## config.mk

```make
export PLATFORM = sky130hd
export DESIGN_NAME = tiex_unit
export DESIGN_NICKNAME = d
export VERILOG_FILES = /design/src/tiex_pkg.sv /design/src/tiex_unit.sv
export SDC_FILE = /design/constraint.sdc
export NUM_CORES = 1
export LEC_CHECK = 0
export BUFFER_PORTS_ARGS = -buffer_cell sky130_fd_sc_hd__buf_4
export CORE_MARGIN = 2
export CORE_UTILIZATION = 32
export DETAILED_ROUTE_END_ITERATION = 16
export PLACE_DENSITY_LB_ADDON = 0.2
export SETUP_SLACK_MARGIN = 0.05
export SLEW_MARGIN = 25
export SYNTH_ARGS = -nofsm -noshare
export SYNTH_HDL_FRONTEND = slang
export SYNTH_SLANG_ARGS = --single-unit
```

## constraint.sdc

```tcl
create_clock -name clk_sys -period 3.7 [get_ports clk_sys]
set_clock_uncertainty 0.2 [all_clocks]
set_input_delay 0.74 -clock clk_sys [delete_from_list [all_inputs] [get_ports clk_sys]]
set_output_delay 0.74 -clock clk_sys [all_outputs]
set_load 0.01 [all_outputs]
```

## src/tiex_pkg.sv

```systemverilog
// constants and types for the trap, illegal and trace exception unit
package tiex_pkg;
    // vector numbers
    localparam logic [7:0] TIEX_VEC_ILLEGAL = 8'h04;
    localparam logic [7:0] TIEX_VEC_ZERO_DIV = 8'h05;
    localparam logic [7:0] TIEX_VEC_BOUNDS = 8'h06;
    localparam logic [7:0] TIEX_VEC_OVERFLOW = 8'h07;
    localparam logic [7:0] TIEX_VEC_PRIVILEGE = 8'h08;
    localparam logic [7:0] TIEX_VEC_TRACE = 8'h09;
    localparam logic [7:0] TIEX_VEC_LINE_A = 8'h0a;
    localparam logic [7:0] TIEX_VEC_LINE_F = 8'h0b;
    localparam logic [7:0] TIEX_VEC_SPURIOUS = 8'h18;
    localparam logic [7:0] TIEX_VEC_TRAP_BASE = 8'h20;
    // opcode patterns
    localparam logic [15:0] TIEX_OP_ILL_A = 16'h4afa;
    localparam logic [15:0] TIEX_OP_ILL_B = 16'h4afb;
    localparam logic [15:0] TIEX_OP_ILL_C = 16'h4afc;
    localparam logic [12:0] TIEX_OP_BREAK_HI = 13'h0909;
    localparam logic [3:0] TIEX_OP_LINE_A = 4'ha;
    localparam logic [3:0] TIEX_OP_LINE_F = 4'hf;
    localparam logic [11:0] TIEX_OP_TRAP_HI = 12'h4e4;
    // status word bit positions
    localparam int TIEX_SR_TRACE = 15;
    localparam int TIEX_SR_SUPER = 13;
    // format/offset word, break cycle function code, status word at reset
    localparam logic [3:0] TIEX_FMT_SHORT = 4'h0;
    localparam int TIEX_OFS_SHIFT = 2;
    localparam logic [2:0] TIEX_FC_BREAK = 3'h7;
    localparam logic [15:0] TIEX_SR_RESET = 16'h2700;
    typedef enum logic [2:0] {
        TIEX_IDLE, TIEX_BRK_CYC, TIEX_STACK, TIEX_VFETCH, TIEX_TRACE_PEND, TIEX_IRQ_PEND
    } tiex_state_t;
    typedef struct packed {
        tiex_state_t st;
        logic [15:0] sr;
        logic [15:0] sr_copy;
        logic [31:0] ret_pc;
        logic [7:0] vec;
        logic [15:0] fmt_ofs;
        logic trace_due;
        logic irq_due;
        logic [7:0] irq_vec;
        logic brk_req;
    } tiex_regs_t;
endpackage

```

## src/tiex_unit.sv

```systemverilog
// exception recognition and sequencing for traps, illegal opcodes and trace
`timescale 1ns/1ps
`default_nettype none
module tiex_unit
    import tiex_pkg::*;
(
    input wire logic clk_sys,
    input wire logic srst,
    input wire logic breakpoint_variant,
    input wire logic instr_done,
    input wire logic [15:0] opcode,
    input wire logic [31:0] instr_pc,
    input wire logic [31:0] next_pc,
    input wire logic legal_opcode,
    input wire logic priv_opcode,
    input wire logic overflow_trap_instr,
    input wire logic overflow_flag,
    input wire logic bounds_check_instr,
    input wire logic out_of_bounds,
    input wire logic signed_divide_instr,
    input wire logic unsigned_divide_instr,
    input wire logic divisor_zero,
    input wire logic instr_aborted,
    input wire logic irq_taken,
    input wire logic [7:0] irq_vector,
    input wire logic iack_done,
    input wire logic [15:0] sr_in,
    input wire logic sr_load,
    input wire logic transfer_acknowledge_in,
    input wire logic bus_error_in,
    input wire logic valid_peripheral_address_in,
    input wire logic stack_done,
    input wire logic vector_done,
    output logic brk_cycle_req,
    output logic [2:0] function_code_lines,
    output logic [31:0] brk_address,
    output logic stack_req,
    output logic [15:0] stacked_sr,
    output logic [31:0] stacked_pc,
    output logic [15:0] stacked_fmt_ofs,
    output logic vector_fetch_req,
    output logic [7:0] vector_number,
    output logic [15:0] status_word,
    output logic exc_busy
);
    // state copy and its next value, synchronised pins, decode results
    tiex_regs_t r_q, r_d;
    logic dta_m, dta_s, be_m, be_s, vpa_m, vpa_s;
    logic ill, brk, trap_op, priv_v, line_a, line_f, forced;
    logic [7:0] f_vec;
    logic [31:0] f_pc;

    // pin inputs pass two flip-flops
    always_ff @(posedge clk_sys)
    begin
        if (srst)
        begin
            dta_m <= 1'b0;
            dta_s <= 1'b0;
            be_m <= 1'b0;
            be_s <= 1'b0;
            vpa_m <= 1'b0;
            vpa_s <= 1'b0;
        end
        else
        begin
            dta_m <= transfer_acknowledge_in;
            dta_s <= dta_m;
            be_m <= bus_error_in;
            be_s <= be_m;
            vpa_m <= valid_peripheral_address_in;
            vpa_s <= vpa_m;
        end
    end

    // start a frame: copy status, supervisor on, trace off
    function automatic tiex_regs_t begin_exc(input tiex_regs_t cur, input logic [7:0] v,
                                             input logic [31:0] pc);
        tiex_regs_t n;
        n = cur;
        // step one: keep the old status, then supervisor on with tracing off
        n.sr_copy = cur.sr;
        n.sr[TIEX_SR_SUPER] = 1'b1;
        n.sr[TIEX_SR_TRACE] = 1'b0;
        // step two: vector number and the frame words to be stacked
        n.vec = v;
        n.ret_pc = pc;
        n.fmt_ofs = {TIEX_FMT_SHORT, 12'({4'h0, v} << TIEX_OFS_SHIFT)};
        // step three: stacking, then the vector fetch
        n.st = TIEX_STACK;
        return n;
    endfunction

    // the three reserved words that are illegal whatever the decoder says
    function automatic logic is_fixed_illegal(input logic [15:0] op);
        return op == TIEX_OP_ILL_A || op == TIEX_OP_ILL_B || op == TIEX_OP_ILL_C;
    endfunction

    // breakpoint words share their upper thirteen bits
    function automatic logic is_brk_opcode(input logic [15:0] op);
        return op[15:3] == TIEX_OP_BREAK_HI;
    endfunction

    // software trap: the low opcode field picks one of sixteen vectors
    function automatic logic [7:0] trap_vector(input logic [15:0] op);
        return TIEX_VEC_TRAP_BASE + {4'h0, op[3:0]};
    endfunction

    // opcode classification
    always_comb
    begin
        line_a = opcode[15:12] == TIEX_OP_LINE_A;
        line_f = opcode[15:12] == TIEX_OP_LINE_F;
        brk = breakpoint_variant && is_brk_opcode(opcode);
        ill = !line_a && !line_f && (!legal_opcode || brk || is_fixed_illegal(opcode));
        trap_op = opcode[15:4] == TIEX_OP_TRAP_HI && !ill;
        priv_v = priv_opcode && !r_q.sr[TIEX_SR_SUPER] && !ill && !line_a && !line_f;

        // forced exceptions in priority order, faults before traps
        f_pc = next_pc;
        f_vec = 8'h00;
        forced = 1'b1;
        if (line_a)
        begin
            f_vec = TIEX_VEC_LINE_A;
            f_pc = instr_pc;
        end
        else if (line_f)
        begin
            f_vec = TIEX_VEC_LINE_F;
            f_pc = instr_pc;
        end
        else if (ill)
        begin
            f_vec = TIEX_VEC_ILLEGAL;
            f_pc = instr_pc;
        end
        else if (priv_v)
        begin
            f_vec = TIEX_VEC_PRIVILEGE;
            f_pc = instr_pc;
        end
        else if (trap_op)
            f_vec = trap_vector(opcode);
        else if (overflow_trap_instr && overflow_flag)
            f_vec = TIEX_VEC_OVERFLOW;
        else if (bounds_check_instr && out_of_bounds)
            f_vec = TIEX_VEC_BOUNDS;
        else if ((signed_divide_instr || unsigned_divide_instr) && divisor_zero)
            f_vec = TIEX_VEC_ZERO_DIV;
        else
            forced = 1'b0;
    end

    // sequencer state
    always_comb
    begin
        // hold everything unless a branch below changes it
        r_d = r_q;
        // the status word may be reloaded only between exceptions
        if (sr_load && r_q.st == TIEX_IDLE)
            r_d.sr = sr_in;
        case (r_q.st)
            // between instructions: take a finished instruction or an interrupt
            TIEX_IDLE:
            begin
                if (instr_done && !instr_aborted)
                begin
                    // trace only if bit set at start and instruction executed
                    r_d.trace_due = r_q.sr[TIEX_SR_TRACE] && !ill && !priv_v
                                    && !line_a && !line_f;
                    r_d.irq_due = irq_taken;
                    r_d.irq_vec = irq_vector;
                    if (forced)
                    begin
                        r_d = begin_exc(r_d, f_vec, f_pc);
                        if (brk)
                        begin
                            r_d.st = TIEX_BRK_CYC;
                            r_d.brk_req = 1'b1;
                        end
                    end
                    else if (r_d.trace_due)
                    begin
                        r_d.trace_due = 1'b0;
                        r_d = begin_exc(r_d, TIEX_VEC_TRACE, next_pc);
                    end
                    else if (irq_taken)
                        r_d.st = TIEX_IRQ_PEND;
                end
                // interrupt between instructions: no trace is owed
                else if (irq_taken && !instr_done)
                begin
                    r_d.irq_vec = irq_vector;
                    r_d.st = TIEX_IRQ_PEND;
                end
            end
            // breakpoint acknowledge cycle runs until any termination pin
            TIEX_BRK_CYC:
            begin
                if (dta_s || be_s || vpa_s)
                begin
                    r_d.brk_req = 1'b0;
                    r_d.st = TIEX_STACK;
                end
            end
            // short frame being stacked
            TIEX_STACK:
                if (stack_done)
                    r_d.st = TIEX_VFETCH;
            // new program counter fetched from the vector
            TIEX_VFETCH:
            begin
                if (vector_done)
                begin
                    // pending lower-priority work resumes only now
                    if (r_q.trace_due)
                        r_d.st = TIEX_TRACE_PEND;
                    else if (r_q.irq_due)
                        r_d.st = TIEX_IRQ_PEND;
                    else
                        r_d.st = TIEX_IDLE;
                end
            end
            // trace owed after a forced exception
            TIEX_TRACE_PEND:
            begin
                r_d.trace_due = 1'b0;
                r_d = begin_exc(r_d, TIEX_VEC_TRACE, next_pc);
            end
            // waiting for the interrupt acknowledge cycle to end
            TIEX_IRQ_PEND:
            begin
                if (iack_done)
                begin
                    r_d.irq_due = 1'b0;
                    // bus error on acknowledge means spurious
                    r_d = begin_exc(r_d, be_s ? TIEX_VEC_SPURIOUS : r_q.irq_vec, next_pc);
                end
            end
            // unused encodings fall back to idle
            default:
                r_d.st = TIEX_IDLE;
        endcase
    end

    // state register
    always_ff @(posedge clk_sys)
    begin
        if (srst)
        begin
            // idle, reset status, nothing owed
            r_q <= '0;
            r_q.st <= TIEX_IDLE;
            r_q.sr <= TIEX_SR_RESET;
        end
        else
            r_q <= r_d;
    end

    // breakpoint acknowledge cycle: function code all high, address all low
    assign brk_cycle_req = r_q.brk_req;
    assign function_code_lines = r_q.brk_req ? TIEX_FC_BREAK : 3'h0;
    assign brk_address = 32'h0000_0000;

    // frame words stand while stacking
    assign stack_req = r_q.st == TIEX_STACK;
    assign stacked_sr = r_q.sr_copy;
    assign stacked_pc = r_q.ret_pc;
    assign stacked_fmt_ofs = r_q.fmt_ofs;

    // vector fetch request and its number
    assign vector_fetch_req = r_q.st == TIEX_VFETCH;
    assign vector_number = r_q.vec;

    // live status word and busy flag
    assign status_word = r_q.sr;
    assign exc_busy = r_q.st != TIEX_IDLE;
endmodule
`default_nettype wire

```

==> flow_summary.ini, run 1 <==
[status]
status = complete, no violations

[critical_path]
worstPathArrival_ns = 3.00
critical_path_required_ns = 3.70
worst-path-max-fanout = 38
ff2ff_setup_slack_ns = 0.99
critical_path.startpoint_type = input pin
crit_path_end_kind = register
critPathKind = in -> reg
reg2reg_to = stacked_pc[3]
reg2reg_from = status_word[13]
reg2regPathDepth = 7
worstSetupStartpoint = opcode[13]

[logic_synthesis]
synth_area_sq_mm = 0.00531
synth-edff-count = 0
postSynthCellCount = 666
yosys.cell_count.top_type = buf_4
async_reset_ff_share_pct = 0
synth.yosys.warnings = 0
top_cells_by_area_in_the_synthesized_netlist = dfxtp_1 35%, buf_4 17%, nand3_1 7.5%
synthDistinctLibCells = 59
synth.top_cells.by_count = 123 x buf_4, 92 x dfxtp_1, 80 x nand3_1, 56 x nand2_1, 37 x a31oi_1
synth_seq_area_share_pct = 34.7
synth_flop_cell = dfxtp_1
synth_area_leader_cell = dfxtp_1
post-synth-top-area-fraction_pct = 34.7
synth.ff_latch_count = 92
syn-mean-instance-area_sq_um = 7.97

[floorplanning]
die-area_sq_mm = 0.0176
initial_utilization_pct = 32.4
die_x_microns = 133
fp.dieH_microns = 133
row_count = 47
core_footprint_sq_mm = 0.0164
io_count = 253

[sta]
final_period_minus_worst_setup_slack_ns = 3.00
timing.final.max_slew_violations = 0
grt_setup_unrepaired = no
hold_violations = 0
tns_ns = 0
worst_slew_margin_rel_pct = 36.8
pin_slew_with_the_least_headroom_to_its_limit_ns = 0.948
fmax_mhz = 333
final_count_of_negative_setup_slack_endpoints = 0
final_clock_period_utilization_by_the_worst_path_pct = 81.1

[detailed_routing]
viasPerCell = 5.05
dr.first_iter.drc_count = 329
detail_route.first_pass.iterations = 5
route.antenna.remaining_nets = 0
wirelength_mm = 15.9
wire_per_inst_microns = 16.0
vias = 5038
drc = 0

[cts]
cts_resized = 0
cts.hold.buffers_added = 0
cts_tree = yes
cts_sinks = 92
clock_insertion_delay_worst_skew_ns = 0.34
cts.clk_slew.worst_paths_ns = 0.06
cts_inserted_buffers = 9
cts_max_level = 3
clockRootBuffer = clkbuf_16
clock_tree.buffer_depth = 2
post-cts-setup-buffers = 0

[global_routing]
wire_length_of_the_first_global_routing_pass_mm = 24.8
first_global_vias = 4887
grt_remaining_overflow = 0
track_usage_pct = 17.4
grt_start_max_net_pins = 94
number_of_antenna_violations_at_the_first_check_in_global_routing = 0

[final_layout]
num-fill-cells = 1706
area.sequential_sq_mm = 0.00184
multi_input_area_sq_mm = 0.00252
syn_to_final_growth_pct = 25.2
final_layout_size_suffix_gt1_share_pct = 32.7
num_antenna_cells = 0
num-nets-final = 898
fin_util_pct = 40.5

[placed_design]
finalWeightedCongestion = 0.848
dpl.hpwl_mm = 11.5
numPortBuffers = 212

[run]
maxCapViolations = 0

[worst_hold_path]
hold_depth = 1
origin_of_the_worst_min_delay_path = vpa_m
worstHoldPathType = reg -> reg
hold_end = vpa_s

[pwr]
power.leakage_nw = 2.74
ir_worst_vdd_mv = 0.268
pwr_density_cell_mw_per_mm2 = 590
## where the power goes
group          switching [mW]  internal (mW)
clock                   0.386          0.563
combinational           0.903          0.678
sequential              0.187           1.21
total                    1.48           2.45
## sequential cells by signal (all words and copies together), names as in the netlist
name / count
be_s: 1
status_word: 16
dta_s: 1
vpa_s: 1
be_m: 1
stacked_pc: 32
vector_number: 7
stacked_sr: 16
brk_cycle_req: 1
dta_m: 1
r_q: 13
stacked_fmt_ofs: 1
vpa_m: 1
## layout by cell type (no fill, tap or decap), types with 2 or more instances in the layout
master / n
a31oi_1: 37
nor4_1: 2
nor2b_1: 9
a311oi_1: 5
nand3b_1: 5
or3_1: 3
nor3_2: 2
a211oi_1: 5
nand4_1: 6
a21o_1: 3
o21ai_0: 32
conb_1: 40
nor4b_1: 3
nand2b_1: 20
nor3_1: 10
and3_1: 4
inv_1: 5
a22oi_1: 34
dfxtp_1: 92
o31ai_1: 2
clkbuf_8: 2
clkbuf_16: 9
nand2_1: 56
nor2_1: 18
a21oi_1: 28
nand4bb_1: 2
o22ai_1: 2
nand3_1: 80
a32oi_1: 2
nor4_4: 2
clkbuf_1: 2
buf_4: 222
## stage by stage
stage	setup slack [ns]	cell area [sq um]	hold WS (ns)	std cells	total power [mW]
floorplan	0.720	5460	0.214	705	2.55
global placement	0.354	6350	0.221	981	2.98
detailed placement	0.333	6350	0.220	981	3.01
CTS	0.705	6650	0.236	997	3.96
global route	0.548	6650	0.259	997	4.17
finish	0.700	6650	0.234	997	3.93
## area by class of cell
class / count / area share [%]
sequential: 92 / 27.7
inverter: 5 / 0.282
tap: 220 / 4.14
clock buffer: 13 / 3.91
multi-input combinational: 441 / 37.9
clock inverter: 3 / 0.659
timing repair buffer: 223 / 25.4
## cells by family after synthesis
family	synth area share, %
other	0.0706
flip-flops	34.7
multiplexers	0.400
buffers and inverters	21.1
AND/OR/NAND/NOR	23.3
XOR/XNOR	0.165
AO/OA/AOI/OAI	20.3
## critical path: stages
cell     delay [ns]
buf_4          0.14
or4_4          0.58
nor4_4         0.34
nor3b_2        0.16
a311o_2        0.46
buf_4          0.28
a32oi_1        0.24
nor2_1         0.05
## metal layers
layer	track usage, %	vias up	part of all wire [%]
li1	-	2441	-
met1	21.2	2352	42
met2	29.7	223	49
met3	3.18	22	6.8
met4	8.06	0	2.0
met5	0	-	0
## worst max-delay path by stage
stage,to,slack [ns],cells after the start
global route,vector_number[6],0.55,8
CTS,vector_number[6],0.70,8
global placement,vector_number[6],0.35,8
floorplan,vector_number[0],0.72,7
detailed placement,vector_number[6],0.33,8
finish,stacked_fmt_ofs[9],0.70,8
No activity file was read; power rests on OpenSTA's default activity.
==> run 2, diff against run 1 <==
==> constraint.sdc (replaced) <==
create_clock -name clk_sys -period 2.56 [get_ports clk_sys]
set_clock_uncertainty 0.2 [all_clocks]
set_input_delay 0.512 -clock clk_sys [delete_from_list [all_inputs] [get_ports clk_sys]]
set_output_delay 0.512 -clock clk_sys [all_outputs]
set_load 0.01 [all_outputs]
==> flow_summary.ini, run 2 (synthesis results as in run 1) <==
[status]
status = complete, no violations

[pwr]
pwr_density_cell_mw_per_mm2 = 849
power.leakage_nw = 2.94
power_mw = 5.98
ir_worst_vdd_mv = 0.369

[floorplanning]
die-area_sq_mm = 0.0176
die_x_microns = 133
row_count = 47
fp.dieH_microns = 133
core_footprint_sq_mm = 0.0164
initial_utilization_pct = 32.4
io_count = 253

[detailed_routing]
wire_per_inst_microns = 15.7
route.antenna.remaining_nets = 0
detail_route.first_pass.iterations = 4
viasPerCell = 5.04
vias = 5175
wirelength_mm = 16.2
dr.first_iter.drc_count = 296
drc = 0

[sta]
worst_slew_margin_rel_pct = 36.3
final_clock_period_utilization_by_the_worst_path_pct = 96.2
fmax_mhz = 406
pin_slew_with_the_least_headroom_to_its_limit_ns = 0.956
timing.final.max_slew_violations = 0
tns_ns = 0
grt_setup_unrepaired = yes
layout_setup_ws_ns = 0.0968
final_period_minus_worst_setup_slack_ns = 2.46
hold_slack_ns = 0.182
hold_violations = 0
final_count_of_negative_setup_slack_endpoints = 0

[cts]
cts.clk_slew.worst_paths_ns = 0.07
cts_sinks = 92
clock_tree.buffer_depth = 2
clock_insertion_delay_worst_skew_ns = 0.35
cts_inserted_buffers = 9
clockRootBuffer = clkbuf_16
cts_tree = yes
cts_max_level = 3

[placed_design]
dpl.hpwl_mm = 11.9
place_worst_setup_slack_ns = -0.301
place_area_sq_mm = 0.00664
post-place-cells = 1009
numPortBuffers = 212
finalWeightedCongestion = 0.840

[final_layout]
final_design_area_no_fill_sq_mm = 0.00703
num-nets-final = 929
fin_cells = 1027
num-fill-cells = 1638
layout_commonest_cell = buf_4
fin_util_pct = 42.9
num_antenna_cells = 0
final_layout_size_suffix_gt1_share_pct = 35.4
mostFrequentLayoutCells = 242 x buf_4, 92 x dfxtp_1, 80 x nand3_1
syn_to_final_growth_pct = 32.4
max_reg_flops = 32

[global_routing]
number_of_antenna_violations_at_the_first_check_in_global_routing = 0
grt_remaining_overflow = 0
grt_start_max_net_pins = 94
first_global_vias = 4930
track_usage_pct = 17.6
wire_length_of_the_first_global_routing_pass_mm = 25.2

[critical_path]
critical_path_required_ns = 2.56
critical_path.startpoint_type = input pin
critPathKind = in -> reg
worst-path-max-fanout = 39
worstPathArrival_ns = 2.46
crit_path_end_kind = register

[run]
maxCapViolations = 0

[worst_hold_path]
worstHoldPathType = in -> reg
run 2: final timing paths:
check,from,end,slack [ns],cells past startpoint
setup / recovery,opcode[13],vector_number[6],0.1,8
hold / removal,transfer_acknowledge_in,dta_m,0.18,2
setup reg to reg,r_q[99],stacked_sr[2],0.28,8
hold reg to reg,be_m,be_s,0.24,1
run 2: worst max-delay path, stage by stage:
cell and delay, ns:
buf_6 0.09, or4_4 0.57, nor4_4 0.27, nor3b_2 0.08, a311o_2 0.46, buf_12 0.20, a32oi_2 0.22, nor2_1 0.06
run 2: what timing repair did:
action / CTS / global route
setup buffers: 0 / 2
resized for setup: 0 / 5
endpoints found under the setup margin: 0 / 22
hold buffers: 0 / 0
run 2: cell type report:
type	instances	area, sq um	area share, %
clock buffer	11	243	3.45
clock inverter	4	73.8	1.05
inverter	5	18.8	0.267
multi-input combinational	441	2540	36.1
sequential	92	1840	26.2
tap	220	275	3.91
timing repair buffer	254	2040	29.1
run 2: where the power goes:
part           switching, mW  internal [mW]
sequential             0.239           1.75
clock                  0.553          0.877
combinational           1.39           1.17
total                   2.18           3.79
run 2: routing by layer:
metal  vias up  global-route usage (%)  share of wire, %
met3        31                    3.03               6.5
met4         0                    7.95               2.9
li1       2502                       -                 -
met2       216                    29.6                48
met5         -                       0                 0
met1      2426                    22.1                42
==> run 3, diff against run 2 <==
--- a/config.mk
+++ b/config.mk
@@ -5,10 +5,11 @@
 export SDC_FILE = /design/constraint.sdc
 export NUM_CORES = 1
 export LEC_CHECK = 0
-export BUFFER_PORTS_ARGS = -buffer_cell sky130_fd_sc_hd__buf_4
 export CORE_MARGIN = 2
 export CORE_UTILIZATION = 32
+export CTS_CLUSTER_SIZE = 40
 export DETAILED_ROUTE_END_ITERATION = 16
+export DONT_BUFFER_PORTS = 1
 export PLACE_DENSITY_LB_ADDON = 0.2
 export SETUP_SLACK_MARGIN = 0.05
 export SLEW_MARGIN = 25
==> flow_summary.ini, run 3 (synthesis results as in run 1) <==
[critical_path]
crit_path_slowest_cell = or4_4
cp_num_buf_inv = 3
cpPeakStageDelay_ns = 0.55
critical_path.startpoint_type = input pin
worst-path-max-fanout = 8
worstPathCellList = or4_4 > buf_4 > nor4_4 > nor3_2 > buf_12 > a311oi_4 > buf_12 > nor3_1 > a311oi_1
cpMostUsedCell = buf_12
worstPathArrival_ns = 2.39
critical-path-top-delay-family = simple AND/OR/NAND/NOR gates
critical_path_required_ns = 2.61
critPathKind = in -> reg
crit_path_end_kind = register

[global_routing]
wire_length_of_the_first_global_routing_pass_mm = 23.1
first_global_vias = 4213
grt_start_max_net_pins = 94
track_usage_pct = 16.5
number_of_antenna_violations_at_the_first_check_in_global_routing = 0
grt_remaining_overflow = 0

[final_layout]
max_reg_flops = 32
num_antenna_cells = 0
mostFrequentLayoutCells = 92 x dfxtp_1, 80 x nand3_1, 56 x nand2_1
fin_util_pct = 32.4
num-nets-final = 710
syn_to_final_growth_pct = 0.0236
num-fill-cells = 1754
layout_commonest_cell = dfxtp_1
final_layout_size_suffix_gt1_share_pct = 11.4
fin_cells = 809

[pwr]
clockPowerShare_pct = 25.1
power.leakage_nw = 1.81
pwr_density_cell_mw_per_mm2 = 982
portion_of_total_power_attributed_to_sequential_cells_pct = 41.0
internal_power_mw = 3.12
sw_frac_of_total_pct = 40.2
pwr-share-comb_pct = 33.9
switchingPower_mw = 2.10
ir_worst_vdd_mv = 0.455

[sta]
final_period_minus_worst_setup_slack_ns = 2.34
timing.final.max_slew_violations = 0
fmax_mhz = 428
final_clock_period_utilization_by_the_worst_path_pct = 91.3
hold_slack_ns = 0.0263
final_count_of_negative_setup_slack_endpoints = 0
worst_slew_margin_rel_pct = 60.7
grt_setup_unrepaired = no
pin_slew_with_the_least_headroom_to_its_limit_ns = 0.587
hold_violations = 0

[placed_design]
numPortBuffers = 0
finalWeightedCongestion = 0.817
dpl.hpwl_mm = 10.9
post-place-cells = 793

[floorplanning]
fp.dieH_microns = 133
die_x_microns = 133
core_footprint_sq_mm = 0.0164
initial_utilization_pct = 32.4
die-area_sq_mm = 0.0176
io_count = 253
row_count = 47

[status]
status = complete, no violations

[cts]
cts_tree = yes
clock_tree.buffer_depth = 2
clockRootBuffer = clkbuf_16
cts.clk_slew.worst_paths_ns = 0.07
cts_resized = 0
cts.hold.buffers_added = 0
post-cts-setup-buffers = 0
clock_insertion_delay_worst_skew_ns = 0.35
cts_sinks = 92
cts_inserted_buffers = 9
cts_max_level = 3

[detailed_routing]
vias = 4355
route.antenna.remaining_nets = 0
drc = 0
dr.first_iter.drc_count = 196
viasPerCell = 5.38
detail_route.first_pass.iterations = 4
wire_per_inst_microns = 18.5
wirelength_mm = 14.9

[worst_hold_path]
worstHoldPathType = in -> reg

[run]
maxCapViolations = 0
-- run 3: cell types whose count changed in the layout (fill, tap and decap cells not counted), moves of 2 or more --
cell	before	now
clkinvlp_4	0	2
buf_4	242	26
inv_6	0	3
bufinv_16	2	0
buf_6	2	0
-- run 3: final timing paths --
path              startpoint              end  slack [ns]  depth (start not counted)
min reg2reg            vpa_m            vpa_s        0.26                          1
min                     srst   status_word[0]        0.03                          1
max               opcode[13]    stacked_sr[9]        0.22                          9
max reg2reg  status_word[13]  status_word[13]        0.38                          7
-- run 3: per-stage QoR --
| stage | setup WS [ns] | setup TNS [ns] | power, mW | area (sq um) |
|---|---|---|---|---|
| CTS | 0.221 | 0 | 5.29 | 5310 |
| global route | 0.0689 | 0 | 5.56 | 5310 |
| detailed placement | -0.147 | -3.82 | 3.97 | 5030 |
| finish | 0.224 | 0 | 5.22 | 5310 |
| floorplan | -0.192 | -2.70 | 3.70 | 5470 |
| global placement | -0.115 | -2.08 | 3.93 | 5030 |
-- run 3: final cells by class --
class,count,area [sq um],share of cell area (%)
repair buffers,35,375,7.07
well taps,220,275,5.18
flip-flops and latches,92,1840,34.7
clock buffers,9,225,4.24
clock inverters,7,57.6,1.08
multi-input cells,441,2520,47.4
inverters,5,18.8,0.353
-- run 3: metal layers --
metal / up-vias / global-route usage (%) / wire [microns]
met5: - / 0 / 0
met4: 0 / 7.29 / 371
met3: 22 / 5.21 / 1230
met2: 175 / 27.7 / 7160
met1: 2092 / 19.4 / 6160
li1: 2066 / - / -
-- run 3: power by group through the flow --
stage	sequential (mW)	combinational, mW	clock (mW)
floorplan	1.91	1.79	0
global placement	2.18	1.76	0
detailed placement	2.18	1.79	0
CTS	2.14	1.79	1.35
global route	2.18	1.97	1.40
finish	2.14	1.77	1.31
